<file path="config.mk">
export PLATFORM = sky130hd
export DESIGN_NAME = abx_exec
export DESIGN_NICKNAME = d
export VERILOG_FILES = /design/src/abx_pkg.sv /design/src/abx_exec.sv
export SDC_FILE = /design/constraint.sdc
export NUM_CORES = 1
export LEC_CHECK = 0
export CAP_MARGIN = 20
export CORE_UTILIZATION = 55
export DETAILED_ROUTE_END_ITERATION = 6
export DONT_BUFFER_PORTS = 1
export PLACE_DENSITY = 0.7
export SLEW_MARGIN = 20
export SYNTH_ARGS = -nofsm -noshare
export SYNTH_HDL_FRONTEND = slang
export SYNTH_SLANG_ARGS = --single-unit
</file>
<file path="constraint.sdc">
create_clock -name i_sys_clk -period 3.7 [get_ports i_sys_clk]
set_input_delay 0.74 -clock i_sys_clk [delete_from_list [all_inputs] [get_ports i_sys_clk]]
set_output_delay 0.74 -clock i_sys_clk [all_outputs]
set_load 0.005 [all_outputs]
</file>
<file path="src/abx_pkg.sv">
package abx_pkg;

  // ----------------------------------------
  // Opcodes and masks
  // ----------------------------------------
  localparam logic [7:0] OP_BCD_FIXUP = 8'hd4;
  localparam logic [7:0] OP_DEC_A = 8'h14;
  localparam logic [7:0] OP_DEC_DIR = 8'h15;
  localparam logic [7:0] OP_DEC_RN = 8'h18;
  localparam logic [7:0] OP_DEC_IND = 8'h16;
  localparam logic [7:0] OP_INC_A = 8'h04;
  localparam logic [7:0] OP_INC_DIR = 8'h05;
  localparam logic [7:0] OP_INC_RN = 8'h08;
  localparam logic [7:0] OP_INC_IND = 8'h06;
  localparam logic [7:0] OP_INC_PTR = 8'ha3;
  localparam logic [7:0] OP_DIV = 8'h84;
  localparam logic [7:0] OP_CDB_RN = 8'hd8;
  localparam logic [7:0] OP_CDB_DIR = 8'hd5;
  localparam logic [7:0] OP_BOBS = 8'h20;
  localparam logic [7:0] OP_BACB = 8'h10;
  localparam logic [7:0] OP_BOC = 8'h40;
  localparam logic [7:0] MASK_RN = 8'hf8;
  localparam logic [7:0] MASK_IND = 8'hfe;

  // ----------------------------------------
  // Arithmetic constants
  // ----------------------------------------
  localparam logic [3:0] BCD_LIMIT = 4'h9;
  localparam logic [3:0] BCD_FIX = 4'h6;
  localparam logic [15:0] LEN_TWO = 16'h0002;
  localparam logic [15:0] LEN_THREE = 16'h0003;

  // ----------------------------------------
  // Operand kinds and the answer bundle
  // ----------------------------------------
  typedef enum logic [2:0] {
    ABX_OP_NONE = 3'h0,
    ABX_OP_ACC = 3'h1,
    ABX_OP_BANK = 3'h2,
    ABX_OP_DIRECT = 3'h3,
    ABX_OP_INDIRECT = 3'h4,
    ABX_OP_BIT = 3'h5
  } abx_target_e;

  typedef struct packed {
    logic [7:0] acc;
    logic [7:0] breg;
    logic carry;
    logic signed_excess_flag;
    logic [15:0] pointer_pair;
    logic [15:0] pc;
    abx_target_e target;
    logic [2:0] sel;
    logic [7:0] wr_data;
    logic wr_en;
    logic bit_clear;
    logic known;
  } abx_result_s;

endpackage

</file>
<file path="src/abx_exec.sv">
`timescale 1ns/1ps
// Overview of operation
// - Fixup adds 6 per nibble over 9 or with carry, sets carry on overflow.
// - Fixup only sets carry, never clears it; signed excess flag untouched.
// - Decrement subtracts one from A, bank, direct or indirect byte, no flags.
// - Decrement opcodes 00010100, 00011rrr, 00010101 plus address, and 0001011i.
// - Port read-modify-write for inc, dec and count-down uses the output latch.
// - Divide puts quotient in A, remainder in B, clears carry and excess flag.
// - Divide by zero sets excess flag, clears carry, A and B undefined.
// - Count-down decrements bank or direct byte, branches when result nonzero.
// - Count-down opcodes 11011rrr plus rel and 11010101 plus address and rel.
// - Increment adds one to A, bank, direct or indirect byte, no flags.
// - Increment opcodes 00000100, 00001rrr, 00000101 plus address, 0000011i.
// - Pointer increment carries low byte into high byte, opcode 10100011.
// - Bit-set branch advances PC by 3 and adds displacement when bit is one.
// - Branch-and-clear clears a set bit and branches; opcode 00010000.
// - Branch-and-clear on a port bit reads the output latch.
// - Carry branch advances PC by 2, adds displacement when carry set.
// - Carry branch opcode 01000000; bit-set branch opcode 00100000.
module abx_exec (
  // Clock and reset
  input wire logic i_sys_clk,
  input wire logic i_rst,
  // Instruction
  input wire logic i_valid,
  input wire logic [7:0] i_opcode,
  input wire logic [7:0] i_byte2,
  input wire logic [7:0] i_byte3,
  input wire logic [15:0] i_pc,
  // Architectural state
  input wire logic [7:0] i_acc,
  input wire logic [7:0] i_breg,
  input wire logic i_carry,
  input wire logic i_nibble_carry_flag,
  input wire logic i_signed_excess_flag,
  input wire logic [15:0] i_pointer_pair,
  // Operand read, latch value for port locations
  input wire logic [7:0] i_operand,
  input wire logic i_bit_value,
  // Result
  output logic o_done,
  output abx_pkg::abx_result_s o_result
);

  // ----------------------------------------
  // Decode
  // ----------------------------------------
  wire is_fix = i_opcode == abx_pkg::OP_BCD_FIXUP;
  wire is_dec_a = i_opcode == abx_pkg::OP_DEC_A;
  wire is_dec_rn = (i_opcode & abx_pkg::MASK_RN) == abx_pkg::OP_DEC_RN;
  wire is_dec_dir = i_opcode == abx_pkg::OP_DEC_DIR;
  wire is_dec_ind = (i_opcode & abx_pkg::MASK_IND) == abx_pkg::OP_DEC_IND;
  wire is_inc_a = i_opcode == abx_pkg::OP_INC_A;
  wire is_inc_rn = (i_opcode & abx_pkg::MASK_RN) == abx_pkg::OP_INC_RN;
  wire is_inc_dir = i_opcode == abx_pkg::OP_INC_DIR;
  wire is_inc_ind = (i_opcode & abx_pkg::MASK_IND) == abx_pkg::OP_INC_IND;
  wire is_inc_ptr = i_opcode == abx_pkg::OP_INC_PTR;
  wire is_div = i_opcode == abx_pkg::OP_DIV;
  wire is_cdb_rn = (i_opcode & abx_pkg::MASK_RN) == abx_pkg::OP_CDB_RN;
  wire is_cdb_dir = i_opcode == abx_pkg::OP_CDB_DIR;
  wire is_bobs = i_opcode == abx_pkg::OP_BOBS;
  wire is_bacb = i_opcode == abx_pkg::OP_BACB;
  wire is_boc = i_opcode == abx_pkg::OP_BOC;
  wire is_dec = is_dec_a | is_dec_rn | is_dec_dir | is_dec_ind;
  wire is_inc = is_inc_a | is_inc_rn | is_inc_dir | is_inc_ind;
  wire is_cdb = is_cdb_rn | is_cdb_dir;
  wire acc_form = is_dec_a | is_inc_a;
  wire rn_form = is_dec_rn | is_inc_rn | is_cdb_rn;
  wire dir_form = is_dec_dir | is_inc_dir | is_cdb_dir;
  wire ind_form = is_dec_ind | is_inc_ind;
  wire bit_form = is_bobs | is_bacb;
  wire known = is_fix | is_dec | is_inc | is_inc_ptr | is_div | is_cdb | bit_form | is_boc;

  // ----------------------------------------
  // Byte arithmetic
  // ----------------------------------------
  // Memory operands arrive already read from the port output latch, so
  // read-modify-write never sees the pin level.
  wire [7:0] src = acc_form ? i_acc : i_operand;
  wire [7:0] minus_one = src - 8'h01;
  wire [7:0] plus_one = src + 8'h01;
  wire [15:0] ptr_next = i_pointer_pair + 16'h0001;

  // Decimal fixup, done in two stages so the high test sees the low carry.
  wire lo_fix = (i_acc[3:0] > abx_pkg::BCD_LIMIT) | i_nibble_carry_flag;
  wire [8:0] stage1 = {1'b0, i_acc} + (lo_fix ? {5'h00, abx_pkg::BCD_FIX} : 9'h000);
  wire c1 = i_carry | stage1[8];
  wire hi_fix = (stage1[7:4] > abx_pkg::BCD_LIMIT) | c1;
  wire [8:0] stage2 = {1'b0, stage1[7:0]} +
    (hi_fix ? {1'b0, abx_pkg::BCD_FIX, 4'h0} : 9'h000);
  wire fix_carry = c1 | stage2[8];

  // Divide by zero yields all ones here; software must not rely on it.
  wire div_zero = i_breg == 8'h00;
  wire [7:0] quot = div_zero ? 8'hff : i_acc / i_breg;
  wire [7:0] rem = div_zero ? 8'hff : i_acc % i_breg;

  // ----------------------------------------
  // Program counter
  // ----------------------------------------
  wire three_byte = bit_form | is_cdb_dir;
  wire [15:0] pc_seq = i_pc + (three_byte ? abx_pkg::LEN_THREE : abx_pkg::LEN_TWO);
  wire [7:0] rel = three_byte ? i_byte3 : i_byte2;
  wire [15:0] pc_jump = pc_seq + {{8{rel[7]}}, rel};
  wire take = (is_cdb & (minus_one != 8'h00)) |
    (bit_form & i_bit_value) |
    (is_boc & i_carry);
  wire is_branch = is_cdb | bit_form | is_boc;
  wire [15:0] pc_new = is_branch ? (take ? pc_jump : pc_seq) : i_pc + 16'h0001;

  abx_pkg::abx_target_e tgt;
  assign tgt = acc_form ? abx_pkg::ABX_OP_ACC :
    rn_form ? abx_pkg::ABX_OP_BANK :
    dir_form ? abx_pkg::ABX_OP_DIRECT :
    ind_form ? abx_pkg::ABX_OP_INDIRECT :
    bit_form ? abx_pkg::ABX_OP_BIT : abx_pkg::ABX_OP_NONE;

  abx_pkg::abx_result_s res_d, res_q;
  logic done_q;

  always_comb begin
    res_d = '0;
    res_d.acc = i_acc;
    res_d.breg = i_breg;
    res_d.carry = i_carry;
    res_d.signed_excess_flag = i_signed_excess_flag;
    res_d.pointer_pair = i_pointer_pair;
    res_d.pc = pc_new;
    res_d.target = tgt;
    res_d.sel = i_opcode[2:0];
    res_d.known = known;
    if (is_fix) begin
      res_d.acc = stage2[7:0];
      res_d.carry = fix_carry;
    end
    if (is_dec | is_cdb) begin
      res_d.wr_data = minus_one;
      res_d.wr_en = !acc_form;
      if (acc_form) begin
        res_d.acc = minus_one;
      end
    end
    if (is_inc) begin
      res_d.wr_data = plus_one;
      res_d.wr_en = !acc_form;
      if (acc_form) begin
        res_d.acc = plus_one;
      end
    end
    if (is_inc_ptr) begin
      res_d.pointer_pair = ptr_next;
    end
    if (is_div) begin
      res_d.acc = quot;
      res_d.breg = rem;
      res_d.carry = 1'b0;
      res_d.signed_excess_flag = div_zero;
    end
    if (is_bacb & i_bit_value) begin
      res_d.bit_clear = 1'b1;
    end
  end

  // ----------------------------------------
  // Result registers
  // ----------------------------------------
  always_ff @(posedge i_sys_clk or posedge i_rst) begin
    if (i_rst) begin
      res_q <= '0;
      done_q <= 1'b0;
    end else begin
      done_q <= i_valid;
      if (i_valid) begin
        res_q <= res_d;
      end
    end
  end

  assign o_done = done_q;
  assign o_result = res_q;

  // ----------------------------------------
  // Checks
  // ----------------------------------------
  AST_FIX_CARRY_STICKY: assert property (@(posedge i_sys_clk) disable iff (i_rst)
    (i_valid && is_fix && i_carry) |=> o_result.carry)
    else $error("Fixup cleared carry.");
  AST_FIX_EXCESS: assert property (@(posedge i_sys_clk) disable iff (i_rst)
    (i_valid && is_fix) |=> o_result.signed_excess_flag == $past(i_signed_excess_flag))
    else $error("Fixup changed excess flag.");
  AST_FIX_LOW: assert property (@(posedge i_sys_clk) disable iff (i_rst)
    (i_valid && is_fix && !i_nibble_carry_flag && !i_carry && i_acc == 8'h0a)
    |=> o_result.acc == 8'h10)
    else $error("Fixup low nibble wrong.");
  AST_DEC_WRAP: assert property (@(posedge i_sys_clk) disable iff (i_rst)
    (i_valid && is_dec_a && i_acc == 8'h00) |=> o_result.acc == 8'hff &&
    o_result.carry == $past(i_carry))
    else $error("Decrement wrap wrong.");
  AST_INC_WRAP: assert property (@(posedge i_sys_clk) disable iff (i_rst)
    (i_valid && is_inc_dir && i_operand == 8'hff) |=> o_result.wr_data == 8'h00 &&
    o_result.wr_en && o_result.target == abx_pkg::ABX_OP_DIRECT)
    else $error("Increment wrap wrong.");
  AST_PTR_CARRY: assert property (@(posedge i_sys_clk) disable iff (i_rst)
    (i_valid && is_inc_ptr && i_pointer_pair == 16'h12ff) |=> o_result.pointer_pair == 16'h1300)
    else $error("Pointer carry lost.");
  AST_DIV_ZERO: assert property (@(posedge i_sys_clk) disable iff (i_rst)
    (i_valid && is_div && i_breg == 8'h00) |=> o_result.signed_excess_flag && !o_result.carry)
    else $error("Divide by zero flags wrong.");
  AST_DIV_VAL: assert property (@(posedge i_sys_clk) disable iff (i_rst)
    (i_valid && is_div && i_acc == 8'hfb && i_breg == 8'h12) |=>
    o_result.acc == 8'h0d && o_result.breg == 8'h11 && !o_result.signed_excess_flag)
    else $error("Divide result wrong.");
  AST_CDB_ZERO: assert property (@(posedge i_sys_clk) disable iff (i_rst)
    (i_valid && is_cdb_rn && i_operand == 8'h01) |=> o_result.pc == $past(i_pc) + 16'h0002)
    else $error("Count-down branched on zero.");
  AST_BOBS_TAKEN: assert property (@(posedge i_sys_clk) disable iff (i_rst)
    (i_valid && is_bobs && i_bit_value && i_byte3 == 8'hfd) |=>
    o_result.pc == $past(i_pc) && !o_result.bit_clear)
    else $error("Bit branch target wrong.");
  AST_BACB_CLEAR: assert property (@(posedge i_sys_clk) disable iff (i_rst)
    (i_valid && is_bacb) |=> o_result.bit_clear == $past(i_bit_value))
    else $error("Branch-and-clear write wrong.");
  AST_BOC_WRAP: assert property (@(posedge i_sys_clk) disable iff (i_rst)
    (i_valid && is_boc && i_carry && i_pc == 16'hfffe && i_byte2 == 8'h01) |=>
    o_result.pc == 16'h0001)
    else $error("Carry branch wrap wrong.");

  // ----------------------------------------
  // Per-rule checks
  // ----------------------------------------
  AST_FIX_KEEP: assert property (@(posedge i_sys_clk) disable iff (i_rst)
    (i_valid && is_fix) |=> o_result.breg == $past(i_breg) &&
    o_result.pointer_pair == $past(i_pointer_pair))
    else $error("Fixup touched other state.");
  AST_FIX_LO_KEEP: assert property (@(posedge i_sys_clk) disable iff (i_rst)
    (i_valid && is_fix && !i_nibble_carry_flag && i_acc[3:0] <= 4'h9) |=>
    o_result.acc[3:0] == $past(i_acc[3:0]))
    else $error("Fixup changed a valid low digit.");
  AST_FIX_HI_SKIP: assert property (@(posedge i_sys_clk) disable iff (i_rst)
    (i_valid && is_fix && !i_carry && !i_nibble_carry_flag && i_acc[3:0] <= 4'h9 &&
    i_acc[7:4] <= 4'h9) |=> o_result.acc == $past(i_acc) && !o_result.carry)
    else $error("Fixup changed a valid value.");
  AST_FIX_HI_ADD: assert property (@(posedge i_sys_clk) disable iff (i_rst)
    (i_valid && is_fix && i_carry && !i_nibble_carry_flag && i_acc[3:0] <= 4'h9) |=>
    o_result.acc[7:4] == $past(i_acc[7:4]) + 4'h6 && o_result.carry)
    else $error("Fixup high digit wrong.");
  AST_DEC_FLAGS: assert property (@(posedge i_sys_clk) disable iff (i_rst)
    (i_valid && is_dec) |=> o_result.carry == $past(i_carry) &&
    o_result.signed_excess_flag == $past(i_signed_excess_flag))
    else $error("Decrement changed a flag.");
  AST_DEC_MEM: assert property (@(posedge i_sys_clk) disable iff (i_rst)
    (i_valid && is_dec && !is_dec_a) |=> o_result.wr_en &&
    o_result.wr_data == $past(i_operand) - 8'h01)
    else $error("Decrement write wrong.");
  AST_DEC_ACC: assert property (@(posedge i_sys_clk) disable iff (i_rst)
    (i_valid && is_dec_a) |=>
    o_result.acc == $past(i_acc) - 8'h01 && !o_result.wr_en)
    else $error("Decrement of A wrong.");
  AST_DEC_RN_DEC: assert property (@(posedge i_sys_clk) disable iff (i_rst)
    (i_valid && i_opcode[7:3] == 5'h03) |=> o_result.target == abx_pkg::ABX_OP_BANK &&
    o_result.sel == $past(i_opcode[2:0]))
    else $error("Bank decrement decode wrong.");
  AST_DEC_IND_DEC: assert property (@(posedge i_sys_clk) disable iff (i_rst)
    (i_valid && i_opcode[7:1] == 7'h0b) |=>
    o_result.target == abx_pkg::ABX_OP_INDIRECT)
    else $error("Indirect decrement decode wrong.");
  AST_DEC_DIR_DEC: assert property (@(posedge i_sys_clk) disable iff (i_rst)
    (i_valid && i_opcode == 8'h15) |=> o_result.target == abx_pkg::ABX_OP_DIRECT &&
    o_result.wr_data == $past(i_operand) - 8'h01)
    else $error("Direct decrement decode wrong.");
  AST_INC_FLAGS: assert property (@(posedge i_sys_clk) disable iff (i_rst)
    (i_valid && is_inc) |=> o_result.carry == $past(i_carry) &&
    o_result.signed_excess_flag == $past(i_signed_excess_flag))
    else $error("Increment changed a flag.");
  AST_INC_ACC: assert property (@(posedge i_sys_clk) disable iff (i_rst)
    (i_valid && is_inc_a) |=>
    o_result.acc == $past(i_acc) + 8'h01 && !o_result.wr_en)
    else $error("Increment of A wrong.");
  AST_INC_MEM: assert property (@(posedge i_sys_clk) disable iff (i_rst)
    (i_valid && is_inc && !is_inc_a) |=> o_result.wr_en &&
    o_result.wr_data == $past(i_operand) + 8'h01)
    else $error("Increment write wrong.");
  AST_INC_RN_DEC: assert property (@(posedge i_sys_clk) disable iff (i_rst)
    (i_valid && i_opcode[7:3] == 5'h01) |=> o_result.target == abx_pkg::ABX_OP_BANK &&
    o_result.sel == $past(i_opcode[2:0]))
    else $error("Bank increment decode wrong.");
  AST_INC_IND_DEC: assert property (@(posedge i_sys_clk) disable iff (i_rst)
    (i_valid && i_opcode[7:1] == 7'h03) |=>
    o_result.target == abx_pkg::ABX_OP_INDIRECT)
    else $error("Indirect increment decode wrong.");
  AST_PTR_FLAGS: assert property (@(posedge i_sys_clk) disable iff (i_rst)
    (i_valid && i_opcode == 8'ha3) |=> o_result.carry == $past(i_carry) &&
    o_result.pointer_pair == $past(i_pointer_pair) + 16'h0001)
    else $error("Pointer increment wrong.");
  AST_DIV_CARRY: assert property (@(posedge i_sys_clk) disable iff (i_rst)
    (i_valid && is_div) |=>
    !o_result.carry)
    else $error("Divide left carry set.");
  AST_DIV_EXACT: assert property (@(posedge i_sys_clk) disable iff (i_rst)
    (i_valid && is_div && i_breg != 8'h00) |=> {8'h00, o_result.acc} * {8'h00, $past(i_breg)}
    + {8'h00, o_result.breg} == {8'h00, $past(i_acc)} && o_result.breg < $past(i_breg))
    else $error("Divide quotient or remainder wrong.");
  AST_CDB_TAKEN: assert property (@(posedge i_sys_clk) disable iff (i_rst)
    (i_valid && is_cdb_rn && i_operand != 8'h01) |=> o_result.pc == $past(i_pc) +
    16'h0002 + {{8{$past(i_byte2[7])}}, $past(i_byte2)})
    else $error("Count-down branch target wrong.");
  AST_CDB_FLAGS: assert property (@(posedge i_sys_clk) disable iff (i_rst)
    (i_valid && is_cdb) |=> o_result.carry == $past(i_carry) && o_result.wr_en &&
    o_result.signed_excess_flag == $past(i_signed_excess_flag))
    else $error("Count-down changed a flag.");
  AST_CDB_DIR_DEC: assert property (@(posedge i_sys_clk) disable iff (i_rst)
    (i_valid && i_opcode == 8'hd5) |=> o_result.target == abx_pkg::ABX_OP_DIRECT &&
    o_result.wr_data == $past(i_operand) - 8'h01)
    else $error("Direct count-down decode wrong.");
  AST_CDB_RN_DEC: assert property (@(posedge i_sys_clk) disable iff (i_rst)
    (i_valid && i_opcode[7:3] == 5'h1b) |=> o_result.target == abx_pkg::ABX_OP_BANK &&
    o_result.sel == $past(i_opcode[2:0]))
    else $error("Bank count-down decode wrong.");
  AST_BOBS_SEQ: assert property (@(posedge i_sys_clk) disable iff (i_rst)
    (i_valid && is_bobs && !i_bit_value) |=>
    o_result.pc == $past(i_pc) + 16'h0003 && !o_result.bit_clear)
    else $error("Bit branch fall-through wrong.");
  AST_BOBS_FLAGS: assert property (@(posedge i_sys_clk) disable iff (i_rst)
    (i_valid && is_bobs) |=> o_result.carry == $past(i_carry) && !o_result.wr_en &&
    o_result.signed_excess_flag == $past(i_signed_excess_flag))
    else $error("Bit branch changed state.");
  AST_BACB_SEQ: assert property (@(posedge i_sys_clk) disable iff (i_rst)
    (i_valid && is_bacb && !i_bit_value) |=>
    o_result.pc == $past(i_pc) + 16'h0003)
    else $error("Branch-and-clear fall-through wrong.");
  AST_BACB_JUMP: assert property (@(posedge i_sys_clk) disable iff (i_rst)
    (i_valid && is_bacb && i_bit_value) |=> o_result.pc == $past(i_pc) + 16'h0003 +
    {{8{$past(i_byte3[7])}}, $past(i_byte3)})
    else $error("Branch-and-clear target wrong.");
  AST_BOC_SEQ: assert property (@(posedge i_sys_clk) disable iff (i_rst)
    (i_valid && is_boc && !i_carry) |=>
    o_result.pc == $past(i_pc) + 16'h0002 && !o_result.carry)
    else $error("Carry branch fall-through wrong.");
  AST_BOC_DEC: assert property (@(posedge i_sys_clk) disable iff (i_rst)
    (i_valid && i_opcode == 8'h40) |=> o_result.target == abx_pkg::ABX_OP_NONE &&
    o_result.carry == $past(i_carry))
    else $error("Carry branch decode wrong.");
  AST_BOBS_DEC: assert property (@(posedge i_sys_clk) disable iff (i_rst)
    (i_valid && i_opcode == 8'h20) |=>
    o_result.target == abx_pkg::ABX_OP_BIT && !o_result.bit_clear)
    else $error("Bit branch decode wrong.");
  AST_REL_SIGN: assert property (@(posedge i_sys_clk) disable iff (i_rst)
    (i_valid && is_boc && i_carry && i_byte2[7]) |=>
    o_result.pc == $past(i_pc) + 16'h0002 + {8'hff, $past(i_byte2)})
    else $error("Negative displacement wrong.");

  COV_FIX: cover property (@(posedge i_sys_clk) i_valid && is_fix && fix_carry);
  COV_DIV0: cover property (@(posedge i_sys_clk) i_valid && is_div && div_zero);
  COV_CDB: cover property (@(posedge i_sys_clk) i_valid && is_cdb && take);
  COV_BACB: cover property (@(posedge i_sys_clk) i_valid && is_bacb && i_bit_value);

endmodule

</file>
==> metrics.md <==
| Metric | Value |
|---|---|
| Minimum clock period | `10190 ps` |
| Adder-cell share of the synthesized area | `a little under an eighth` |
| Max Slew Vio Count | `0` |
| Most common cell after layout, fill and taps aside | `buf_4` |
| Nets | `approximately 1300` |
| PD cells | `316 nW/um2` |
| Total core area | `13400 um2` |
| Die ar. | `14400 um2` |
| Commonest cells after routing, fill and taps aside | `197 x buf_4, 99 x nor2_1, 73 x a21oi_1` |
| Total Wirelength | `26.7 mm` |
| Initial antenna violation count | `0` |
| Sequential fraction of the synthesis area | `22.3%` |
| Top Ports | `155` |
| DRC | `0` |
| FMAX | `98.2 MHz` |
| Area Overhead vs Synth | `37.1%` |
| Clock latency on the worst-skew pair | `340 ps` |
| Hpwl dp | `18.8 mm` |
| Worst reg-to-reg setup slack | `2740 ps` |
| Crit-path max FO | `7` |
| Multiplexer area fraction after synthesis | `around 6%` |
| Final setup violation count | `24` |
| Finished Cell Area | `between 10000 and 15000 um2` |
| H-tree depth | `3` |
| CTS root buf | `clkbuf_16` |
| EDFF count, synth | `0` |
| Reg-to-reg startpoint | `o_result[54]$_DFFE_PP0P_` |
| CP peak stage delay | `roughly 540 ps` |
| Post-synthesis sequential element count | `68` |
| WP data required | `roughly 3900 ps` |
| Post-Syn Instances | `973` |
| CTS Sinks | `a little under 70` |
| Leakage power | `0.00454 uW` |
| DRT Pass-1 Iters | `4` |
| Total CTS buffers | `9` |
| Reg2Reg Depth | `3` |
| WP data arrival | `10430 ps` |
| Die Width | `120 um` |
| Crit path launch type | `input port` |
| Initial core utilization | `approximately 57%` |
| Top FF cell, synth | `dfrtp_1` |
| Row Count | `42` |
| GRT Resource Usage Total | `35.7%` |
| Largest net degree at the start of global routing | `91` |
| Worst-case clock buffer depth | `2` |
| RSZ-0062 raised after global routing | `yes` |
| Syn nets | `1127` |
| I/O Buffers | `0` |
| Clock slew at reported path FFs | `60 ps` |
| Worst path most repeated cell | `ha_4` |
| Synth Area in Compound Gates | `between 20% and 30%` |
| Global-route wire length before repair | `roughly 40 mm` |
| Period utilisation layout | `275%` |
| Largest family of logic cells by synthesized area | `compound AO/OA/AOI/OAI gates` |
| CP Launch Point | `i_breg[6]` |
| Crit path kind | `in2reg` |
| Layout filler cell count | `954` |
| Synth Area per Inst | `just under 8 um2` |
| Wire per inst | `between 20 and 25 um` |
| Worst-margin pin slew | `approximately 1100 ps` |
| Die Y | `120 um` |
| Core Util, Final | `slightly below 80%` |
| GPL Wtd Cong | `roughly 0.91` |
| Post-Syn Area | `7640 um2` |
| Status | `finished, violations left` |
| Share of cells above drive strength 1 | `32.6%` |
| Post-Synth XOR/XNOR Area | `9.86%` |
| Violated checks | `setup timing` |
| Vias in the first global route | `about 7800` |
| Unique cell type count in the Yosys netlist | `between 70 and 80` |
| CP endpoint kind | `flip-flop` |
| Antenna cells | `0` |
| RR Endpoint | `o_result[54]$_DFFE_PP0P_` |
| TritonCTS clock tree | `yes` |
| Synth warn | `0` |
| Post-synth ARST share | `100%` |
| Max IR drop VDD | `around 0.27 mV` |
| Via total after detailed routing | `8230` |
| Final Skew | `0 ps` |
| Post-CTS Hold Buffers | `0` |
| Slowest CP cell | `or4_4` |
| Post-synthesis simple-gate area fraction | `a little over a fifth` |
| Drt via density | `approximately 6.2` |
| Max-slew headroom | `a little under a quarter` |
| Drt initial violations | `509` |
| Hold Path Class | `in2async` |
| Placed instance area | `9150 um2` |
| Congestion Overflow GR | `0` |
| Routed Antenna Nets | `0` |
| Worst Setup Slack, final | `-6490 ps` |
| Maxcap violations | `0` |
| Final Hold Vio Count | `0` |
## registers in the layout, indices dropped and copies added (netlist names)
signal and flops:
o_done 1, o_result 67
## metrics by stage
stage               power [uW]  std cells  setup slack, ps  hold slack [ps]  TNS (ps)
global route              3460       1328            -6900              194    -83630
finish                    3310       1328            -6490              189    -76830
detailed placement        2090       1261            -7140              499    -89340
global placement          2060       1261            -6830              495    -85170
floorplan                 1690        973            -6770              470    -79720
CTS                       3140       1306            -6160              183    -71350
## final cells by class
cell class	count	area, um2	area share, %
Clock buffer	12	256	2.45
Clock inverter	3	46.3	0.442
Inverter	53	201	1.92
Multi-Input combinational cell	802	6370	60.8
Sequential cell	68	1700	16.2
Tap cell	176	220	2.10
Timing Repair Buffer	214	1680	16.0
## report_power, final
| part | switching (uW) | total, uW | internal, uW |
|---|---|---|---|
| combinational | 731 | 1520 | 792 |
| clock | 348 | 905 | 557 |
| sequential | 66.8 | 881 | 814 |
| total | 1150 | 3310 | 2160 |
## Yosys cell counts, types with 10 or more instances
cell type	n	area, um2
or3_1	12	75.1
mux2i_1	20	200
a211oi_1	11	82.6
xnor2_1	50	438
ha_1	63	788
o21a_1	18	135
nand2_1	71	267
nor2_1	105	394
xor2_1	36	315
nand4_1	10	62.6
inv_1	53	199
dfrtp_1	68	1700
a21oi_1	90	450
clkbuf_1	42	158
mux2_2	22	248
a21o_1	21	158
o21ai_0	39	195
nor4_1	10	62.6
nand3_1	28	140
nor3_1	40	200
a31oi_1	10	62.6
## layer usage
layer	track usage, %	wire, um
met1	46.6	11100
met2	58.8	12700
met3	6.84	2060
met4	12.2	842
met5	0	0
## cell families after synthesis
kind of cell	count (synthesis)
AOI/OAI and AO/OA	271
xor gates and xnor gates	86
adders and majority gates	67
buffers and inverters	103
DFF	68
muxes	43
and+or+nand+nor	335
## worst max-delay path: cells and delay by family
kind | cells | cell delay (ps)
buf+inv | 4 | 530
mux | 6 | 1950
fa+ha+maj | 7 | 1920
compound gates | 22 | 3760
simple gates | 8 | 1520
## worst max path at each step
| stage | end | cells past startpoint |
|---|---|---|
| 3_5_place_dp | o_result[55]$_DFFE_PP0P_ | 44 |
| 6_report | o_result[52]$_DFFE_PP0P_ | 47 |
| 5_1_grt | o_result[52]$_DFFE_PP0P_ | 47 |
| 2_1_floorplan | o_result[55]$_DFFE_PP0P_ | 45 |
| 3_3_place_gp | o_result[55]$_DFFE_PP0P_ | 45 |
| 4_1_cts | o_result[52]$_DFFE_PP0P_ | 46 |
## what timing repair did
action	in CTS	in global routing
hold endpoints to repair	0	0
pin swaps	71	56
endpoints found under the setup margin	24	25
gates resized for setup	65	54
buffers inserted	31	23
Power figures use the tool's default switching activity.
